## src/rtl/crs_pkg.sv

```systemverilog
// Package for the per-channel converter result store.
// Assumes a 32-bit APB and a converter core on the same pclk.
package crs_pkg;

   // ----------------------------------------------------------------
   // Sizes
   // ----------------------------------------------------------------
   localparam int unsigned NUM_CHAN = 12;
   localparam int unsigned NUM_SEQ  = 2;
   localparam int unsigned RES_W    = 12;
   localparam int unsigned CHAN_W   = 4;

   // ----------------------------------------------------------------
   // Register byte addresses
   // ----------------------------------------------------------------
   localparam logic [31:0] CHAN_RESULT_0_ADDR  = 32'h4001c020;
   localparam logic [31:0] CHAN_RESULT_11_ADDR = 32'h4001c04c;
   localparam logic [31:0] OVR_FLAGS_ADDR      = 32'h4001c080;

   // ----------------------------------------------------------------
   // Field positions of a channel result word
   // ----------------------------------------------------------------
   localparam int unsigned RESULT_LSB   = 4;
   localparam int unsigned RANGE_LSB    = 16;
   localparam int unsigned CROSS_LSB    = 18;
   localparam int unsigned CHAN_LSB     = 26;
   localparam int unsigned OVERRUN_BIT  = 30;
   localparam int unsigned VALID_BIT    = 31;

   // ----------------------------------------------------------------
   // Code values and reset values
   // ----------------------------------------------------------------
   localparam logic [1:0] RANGE_IN    = 2'h0;
   localparam logic [1:0] RANGE_BELOW = 2'h1;
   localparam logic [1:0] RANGE_ABOVE = 2'h2;
   localparam logic [1:0] CROSS_NONE  = 2'h0;
   localparam logic [1:0] CROSS_DOWN  = 2'h2;
   localparam logic [1:0] CROSS_UP    = 2'h3;
   localparam logic [11:0] RESULT_RST = 12'h000;
   localparam logic        MODE_END_OF_SEQ = 1'b1;

   // ----------------------------------------------------------------
   // Carriers
   // ----------------------------------------------------------------
   typedef struct packed {
      logic [CHAN_W-1:0] channel;
      logic [RES_W-1:0]  value;
      logic              seq;
   } crs_conv_t;

   typedef struct packed {
      logic [RES_W-1:0] low_limit;
      logic [RES_W-1:0] high_limit;
   } crs_thr_t;

   typedef struct packed {
      logic [RES_W-1:0] value;
      logic [1:0]       range_code;
      logic [1:0]       crossing_code;
      logic             overrun;
      logic             valid_flag;
   } crs_chan_t;

endpackage : crs_pkg

```

## src/rtl/crs_result_store.sv

```systemverilog
// Per-channel conversion result store with its APB register slave.
// Assumes converter completions, global-read notices and threshold
// values come from logic on pclk, so none of them is synchronised.
`timescale 1ns/1ps

module crs_result_store
   import crs_pkg::*;
(
   // APB clock and reset
   input  wire logic                pclk,
   input  wire logic                presetn,
   // APB slave
   input  wire logic                psel,
   input  wire logic                penable,
   input  wire logic                pwrite,
   input  wire logic [31:0]         paddr,
   input  wire logic [31:0]         pwdata,
   output logic      [31:0]         prdata,
   output logic                     pready,
   output logic                     pslverr,
   // Converter completions
   input  wire logic                conv_done,
   input  wire crs_conv_t           conv,
   // Global result register reads
   input  wire logic                gread_done,
   input  wire logic [CHAN_W-1:0]   gread_channel,
   // Threshold pairs and per-channel pair select
   input  wire crs_thr_t            thr_pair [NUM_SEQ],
   input  wire logic [NUM_CHAN-1:0] thr_select,
   // Sequence modes
   input  wire logic [NUM_SEQ-1:0]  seq_mode,
   // Status outputs
   output logic [NUM_CHAN-1:0]      overrun_flags,
   output logic [NUM_SEQ-1:0]       seq_overrun_req
);

   // ----------------------------------------------------------------
   // APB decode
   // ----------------------------------------------------------------
   logic [31:0] addr_offset;
   logic [3:0]  chan_index;
   logic        hit_chan;
   logic        hit_flags;
   logic        access_take;
   logic        read_take;
   logic        bad_access;
   logic [31:0] read_word;
   logic        pready_next;

   assign addr_offset = paddr - CHAN_RESULT_0_ADDR;
   assign chan_index  = addr_offset[5:2];
   assign hit_chan    = (paddr >= CHAN_RESULT_0_ADDR) && (paddr <= CHAN_RESULT_11_ADDR)
                        && (paddr[1:0] == 2'h0);
   assign hit_flags   = (paddr == OVR_FLAGS_ADDR);
   // Access is taken one edge before pready is shown, so the data and its
   // read side effect are fixed by the same edge.
   assign access_take = psel && penable && !pready;
   assign read_take   = access_take && !pwrite && hit_chan;
   assign bad_access  = pwrite || !(hit_chan || hit_flags);
   assign pready_next = access_take;

   // ----------------------------------------------------------------
   // Channel storage
   // ----------------------------------------------------------------
   crs_chan_t           chan_reg  [NUM_CHAN];
   logic [31:0]         chan_word [NUM_CHAN];
   logic [NUM_CHAN-1:0] ovr_vec;
   logic [NUM_CHAN-1:0] ovr_seq0;
   logic [NUM_CHAN-1:0] ovr_seq1;

   genvar gi;
   generate
      for (gi = 0; gi < NUM_CHAN; gi = gi + 1) begin : g_chan
         logic [CHAN_W-1:0] own_index;
         logic              upd;
         logic              clr;
         logic [RES_W-1:0]  lo;
         logic [RES_W-1:0]  hi;
         logic              now_below;
         logic [1:0]        range_next;
         logic [1:0]        cross_next;
         logic              prev_below_reg;
         logic              has_prev_reg;
         logic              seq_reg;

         assign own_index = CHAN_W'(gi);
         assign upd = conv_done && (conv.channel == own_index);
         assign clr = (read_take && (chan_index == own_index))
                      || (gread_done && (gread_channel == own_index));
         assign lo  = thr_pair[thr_select[gi]].low_limit;
         assign hi  = thr_pair[thr_select[gi]].high_limit;
         assign now_below = conv.value < lo;

         // Range classification; code 3 is unreachable
         assign range_next = now_below        ? RANGE_BELOW
                           : (conv.value > hi) ? RANGE_ABOVE
                           : RANGE_IN;

         // Crossing against the low limit, from the stored previous side
         assign cross_next = !has_prev_reg                ? CROSS_NONE
                           : (!prev_below_reg && now_below) ? CROSS_DOWN
                           : (prev_below_reg && !now_below) ? CROSS_UP
                           : CROSS_NONE;

         always_ff @(posedge pclk or negedge presetn) begin
            if (!presetn) begin
               chan_reg[gi]   <= '0;
               prev_below_reg <= 1'b0;
               has_prev_reg   <= 1'b0;
               seq_reg        <= 1'b0;
            end else if (upd) begin
               // Value, codes and flags change together; a completion in
               // the clearing cycle sets valid and leaves overrun clear
               chan_reg[gi].value         <= conv.value;
               chan_reg[gi].range_code    <= range_next;
               chan_reg[gi].crossing_code <= cross_next;
               chan_reg[gi].valid_flag    <= 1'b1;
               chan_reg[gi].overrun       <= chan_reg[gi].valid_flag && !clr;
               prev_below_reg             <= now_below;
               has_prev_reg               <= 1'b1;
               seq_reg                    <= conv.seq;
            end else if (clr) begin
               chan_reg[gi].valid_flag <= 1'b0;
               chan_reg[gi].overrun    <= 1'b0;
            end
         end

         // Reserved fields read as zero
         assign chan_word[gi] = {chan_reg[gi].valid_flag,
                                 chan_reg[gi].overrun,
                                 own_index,
                                 6'h00,
                                 chan_reg[gi].crossing_code,
                                 chan_reg[gi].range_code,
                                 chan_reg[gi].value,
                                 4'h0};
         assign ovr_vec[gi]  = chan_reg[gi].overrun;
         assign ovr_seq0[gi] = chan_reg[gi].overrun && !seq_reg;
         assign ovr_seq1[gi] = chan_reg[gi].overrun && seq_reg;
      end
   endgenerate

   // ----------------------------------------------------------------
   // Read data select
   // ----------------------------------------------------------------
   assign read_word = hit_chan  ? chan_word[chan_index]
                    : hit_flags ? {20'h00000, ovr_vec}
                    : 32'h00000000;

   // ----------------------------------------------------------------
   // Mode-steered overrun requests
   // ----------------------------------------------------------------
   // A sequence read through channel registers reports channel overruns
   logic [NUM_SEQ-1:0] seq_ovr_next;
   assign seq_ovr_next[0] = (seq_mode[0] == MODE_END_OF_SEQ) && (|ovr_seq0);
   assign seq_ovr_next[1] = (seq_mode[1] == MODE_END_OF_SEQ) && (|ovr_seq1);

   // ----------------------------------------------------------------
   // Output registers
   // ----------------------------------------------------------------
   always_ff @(posedge pclk or negedge presetn) begin
      if (!presetn) begin
         prdata          <= 32'h00000000;
         pready          <= 1'b0;
         pslverr         <= 1'b0;
         overrun_flags   <= '0;
         seq_overrun_req <= '0;
      end else begin
         pready          <= pready_next;
         pslverr         <= access_take && bad_access;
         prdata          <= (access_take && !pwrite) ? read_word : 32'h00000000;
         overrun_flags   <= ovr_vec;
         seq_overrun_req <= seq_ovr_next;
      end
   end

endmodule : crs_result_store

```

## config.mk

```make
export PLATFORM = sky130hd
export DESIGN_NAME = crs_result_store
export DESIGN_NICKNAME = d
export VERILOG_FILES = /design/src/rtl/crs_pkg.sv /design/src/rtl/crs_result_store.sv
export SDC_FILE = /design/constraint.sdc
export NUM_CORES = 1
export LEC_CHECK = 0
export BUFFER_PORTS_ARGS = -buffer_cell sky130_fd_sc_hd__buf_2
export CORE_AREA = 2 2 192 194
export CTS_CLUSTER_DIAMETER = 60
export DETAILED_ROUTE_END_ITERATION = 6
export DIE_AREA = 0 0 194 196
export PLACE_DENSITY = 0.9
export SETUP_SLACK_MARGIN = 0.5
export SLEW_MARGIN = 0
export SYNTH_ARGS = -nofsm -noshare
export SYNTH_HDL_FRONTEND = slang
export SYNTH_SLANG_ARGS = --single-unit
```

## constraint.sdc

```tcl
create_clock -name pclk -period 2.3 [get_ports pclk]
set_input_delay 0.23 -clock pclk [delete_from_list [all_inputs] [get_ports pclk]]
set_output_delay 0.23 -clock pclk [all_outputs]
set_load 0.02 [all_outputs]
```

==> summary.txt <==
Status
  • Outcome: finished with violations
  • Violated checks: DRC, setup timing

Placed design
  • DP Cell Count: 2852
  • Buffers added on ports: 163
  • Routability cong.: 0.9802
  • Post-DP HPWL: 49210 µm

Hold path
  • Hold WC Path Type: input port to flip-flop

Yosys
  • Distinct cell type count after synthesis: 49
  • Post-synth EDFFs: 0
  • Cells after Synth: 2179
  • Syn Area/Cell: 9.911 µm²
  • #FFs+latches synth: 282
  • Top FF cell, synth: dfrtp_1
  • Post-synth ARST share: 100.0%
  • Cell Area, Synth: 21600 µm²
  • Synth warn: 0
  • Seq/Total Area, Yosys: 32.68%

Critical path
  • Type of origin of the critical path: input port
  • Crit path max fanout: 7
  • Arrival @ worst endpoint: 2.93 ns
  • Crit end category: flip-flop
  • R2r setup slk: 0.33 ns
  • WS Path Type: input port to flip-flop
  • Critical path data required time: 2.74 ns

Timing
  • Unrepaired setup endpoints after global routing: true
  • Final setup vio count: 4
  • Least-Margin Pin Slew: 1.012 ns
  • Period utilization: 108.1%
  • Slew Limit Headroom: 30.63%
  • Worst setup margin: -0.1870 ns
  • Final Max Slew Viols: 0
  • Tmin final: 2.487 ns
  • Hold Vio Cnt, Final: 0
  • Clk_skew: 0.02189 ns
  • Fmax: 402.1 MHz
  • Setup TNS: -0.5237 ns

Clock tree
  • Clock latency on the worst-skew pair: 0.57 ns
  • TritonCTS Buffers: 27
  • Htree depth: 1
  • Clock slew seen by the registers of the worst setup and hold paths: 0.07 ns
  • CTS tree: built
  • CTS Buffer Depth: 3
  • Sink Count: 282
  • CTS root buf: clkbuf_16

Layout
  • Non-filler cells, final: 2977
  • Layout Nets: 2927
  • Fill cell total of the finished layout: 2016
  • Final core utilization: 76.50%
  • Area growth, synth to finish: 27.83%
  • Max reg flops: 216
  • Share of layout cells above drive strength 1: 32.24%

Power
  • Lkg Pwr: 0.01350 µW
  • Internal: 11520 µW
  • Clock power frac: 27.2%
  • Flop pwr share: 37.6%
  • Combinational share of power: 35.2%
  • PwrDens: 645.7 nW/µm²
  • Sw frac: 35.36%
  • Switching power total: 6303 µW
  • Peak supply drop: 0.7767 mV

Floorplan
  • Core Area: 36080 µm²
  • I/O pins: 202
  • Die area: 38020 µm²
  • Die Y: 196 µm
  • Num rows: 70
  • Die Wd: 194 µm
  • Starting density of the core: 59.85%

Drt
  • Final wirelength: 87610 µm
  • DRT iter0 DRCs: 3053
  • First drt pass iteration count: 7
  • Post-route ant nets: 0
  • DRC viols: 18
  • Via count: 22150
  • DR WL/cell: 29.43 µm
  • Vias/cell: 7.439

Job
  • Max cap viols: 0

GRT
  • Vias in the first global route: 21780
  • Antenna violations before repair: 9
  • Total track usage: 38.01%
  • Total global routing overflow: 0
  • First-pass GRT wire length: 114600 µm
  • Largest net degree at the start of global routing: 84
critical path, stage by stage:
cell     delay, ns
buf_6         0.14
buf_6         0.13
mux2i_1       0.83
ha_1          0.44
a211o_1       0.35
nor3_4        0.19
nor3_4        0.11
buf_4         0.15
buf_4         0.15
a22o_1        0.18
kinds of logic (layout without fill, tap and decap cells):
logic type      after synthesis  count (layout)  synth area share, %
mux                         425             425                23.25
compound gates              357             357                10.68
fa+ha+maj                   288             288                16.69
simple gates                647             647                13.42
other cells                   1               9              0.01736
buf+inv                     179             501                3.268
flops                       282             282                32.68
layout make-up:
class | instances | area (µm²) | area share, %
multi-input combinational | 1723 | 15110 | 54.73
sequential | 282 | 7057 | 25.56
timing repair buffer | 437 | 3840 | 13.91
clock buffer | 32 | 734.5 | 2.661
tap | 468 | 585.6 | 2.121
clock inverter | 18 | 220.2 | 0.7977
inverter | 14 | 52.55 | 0.1904
antenna | 3 | 7.507 | 0.02719
final timing paths:
kind / from / to / cells after the start
hold / removal: conv[0] / g_chan[9].seq_reg / 3
max in group asynchronous: presetn / chan_reg[156] / 3
min in group asynchronous: presetn / overrun_flags[10] / 2
hold reg to reg: chan_reg[199] / overrun_flags[0] / 0
setup / recovery: thr_select[4] / chan_reg[131] / 10
setup reg to reg: pready / chan_reg[162] / 6
cells in the final DEF (no fill, tap or decap), drive strengths merged, types with 36 or more instances in the layout:
master / synthesis / layout
buf: 25 / 422
nand2: 377 / 377
mux2i: 298 / 298
ha: 288 / 288
dfrtp: 282 / 282
a21oi: 106 / 106
o21ai: 74 / 74
mux2: 73 / 73
nor2: 59 / 59
mux4: 54 / 54
nor3: 46 / 46
clkbuf: 140 / 41
nand4: 40 / 40
nand3: 36 / 36
cells in the mapped netlist (all sizes together), types with 4 or more instances:
cell | instances | area share (%)
a2111oi | 13 | 0.61
a211o | 13 | 0.53
a21boi | 6 | 0.21
a21o | 32 | 1.1
a21oi | 106 | 2.5
a221oi | 5 | 0.20
a22o | 28 | 1.1
a31oi | 24 | 0.70
a41oi | 11 | 0.45
and2 | 8 | 0.23
buf | 25 | 0.59
clkbuf | 140 | 2.4
dfrtp | 282 | 33
ha | 288 | 17
inv | 14 | 0.24
mux2 | 73 | 3.8
mux2i | 298 | 14
mux4 | 54 | 5.6
nand2 | 377 | 6.6
nand2b | 21 | 0.61
nand3 | 36 | 0.83
nand3b | 12 | 0.42
nand4 | 40 | 1.2
nor2 | 59 | 1.0
nor2b | 24 | 0.70
nor3 | 46 | 1.1
nor4 | 4 | 0.17
o211ai | 12 | 0.42
o21a | 12 | 0.42
o21ai | 74 | 1.7
o22ai | 4 | 0.12
o31ai | 12 | 0.42
or2 | 12 | 0.35
power by group through the flow:
| stage | Clock [µW] | Sequential (µW) | Combinational [µW] |
|---|---|---|---|
| finish | 4840 | 6700 | 6280 |
| global route | 5010 | 6760 | 6560 |
| CTS | 4770 | 6600 | 5140 |
| detailed placement | 0 | 6650 | 4840 |
| global placement | 0 | 6550 | 4480 |
| floorplan | 0 | 6470 | 3200 |
per-stage QoR:
step	total power [µW]	instance area (µm²)	setup WS [ns]	hold WS, ns
after floorplan	9666	22540	0.09489	-0.06559
after global placement	11030	24460	-0.2085	0.2641
after detailed placement	11480	24460	-0.4301	0.2868
after CTS	16500	26090	0.4489	0.02257
after global routing	18340	27600	-0.1385	0.06358
final	17820	27610	-0.1870	0.04367
metal layers:
metal,vias up,wire length (µm),track usage (%)
met5,-,95,0
li1,8592,-,-
met4,8,9781,31.14
met2,2216,38620,62.32
met1,10350,26750,42.83
met3,976,12370,8.338
what timing repair did:
action | 4_1_cts | 5_1_grt
gates resized for setup | 110 | 230
cloned | 1 | 1
buffers inserted | 16 | 48
setup endpoints to repair | 51 | 73
endpoints found under the hold margin | 82 | 0
pin swaps | 44 | 121
hold buffers | 6 | 0
Note: power is estimated with default switching activity, not from simulation.
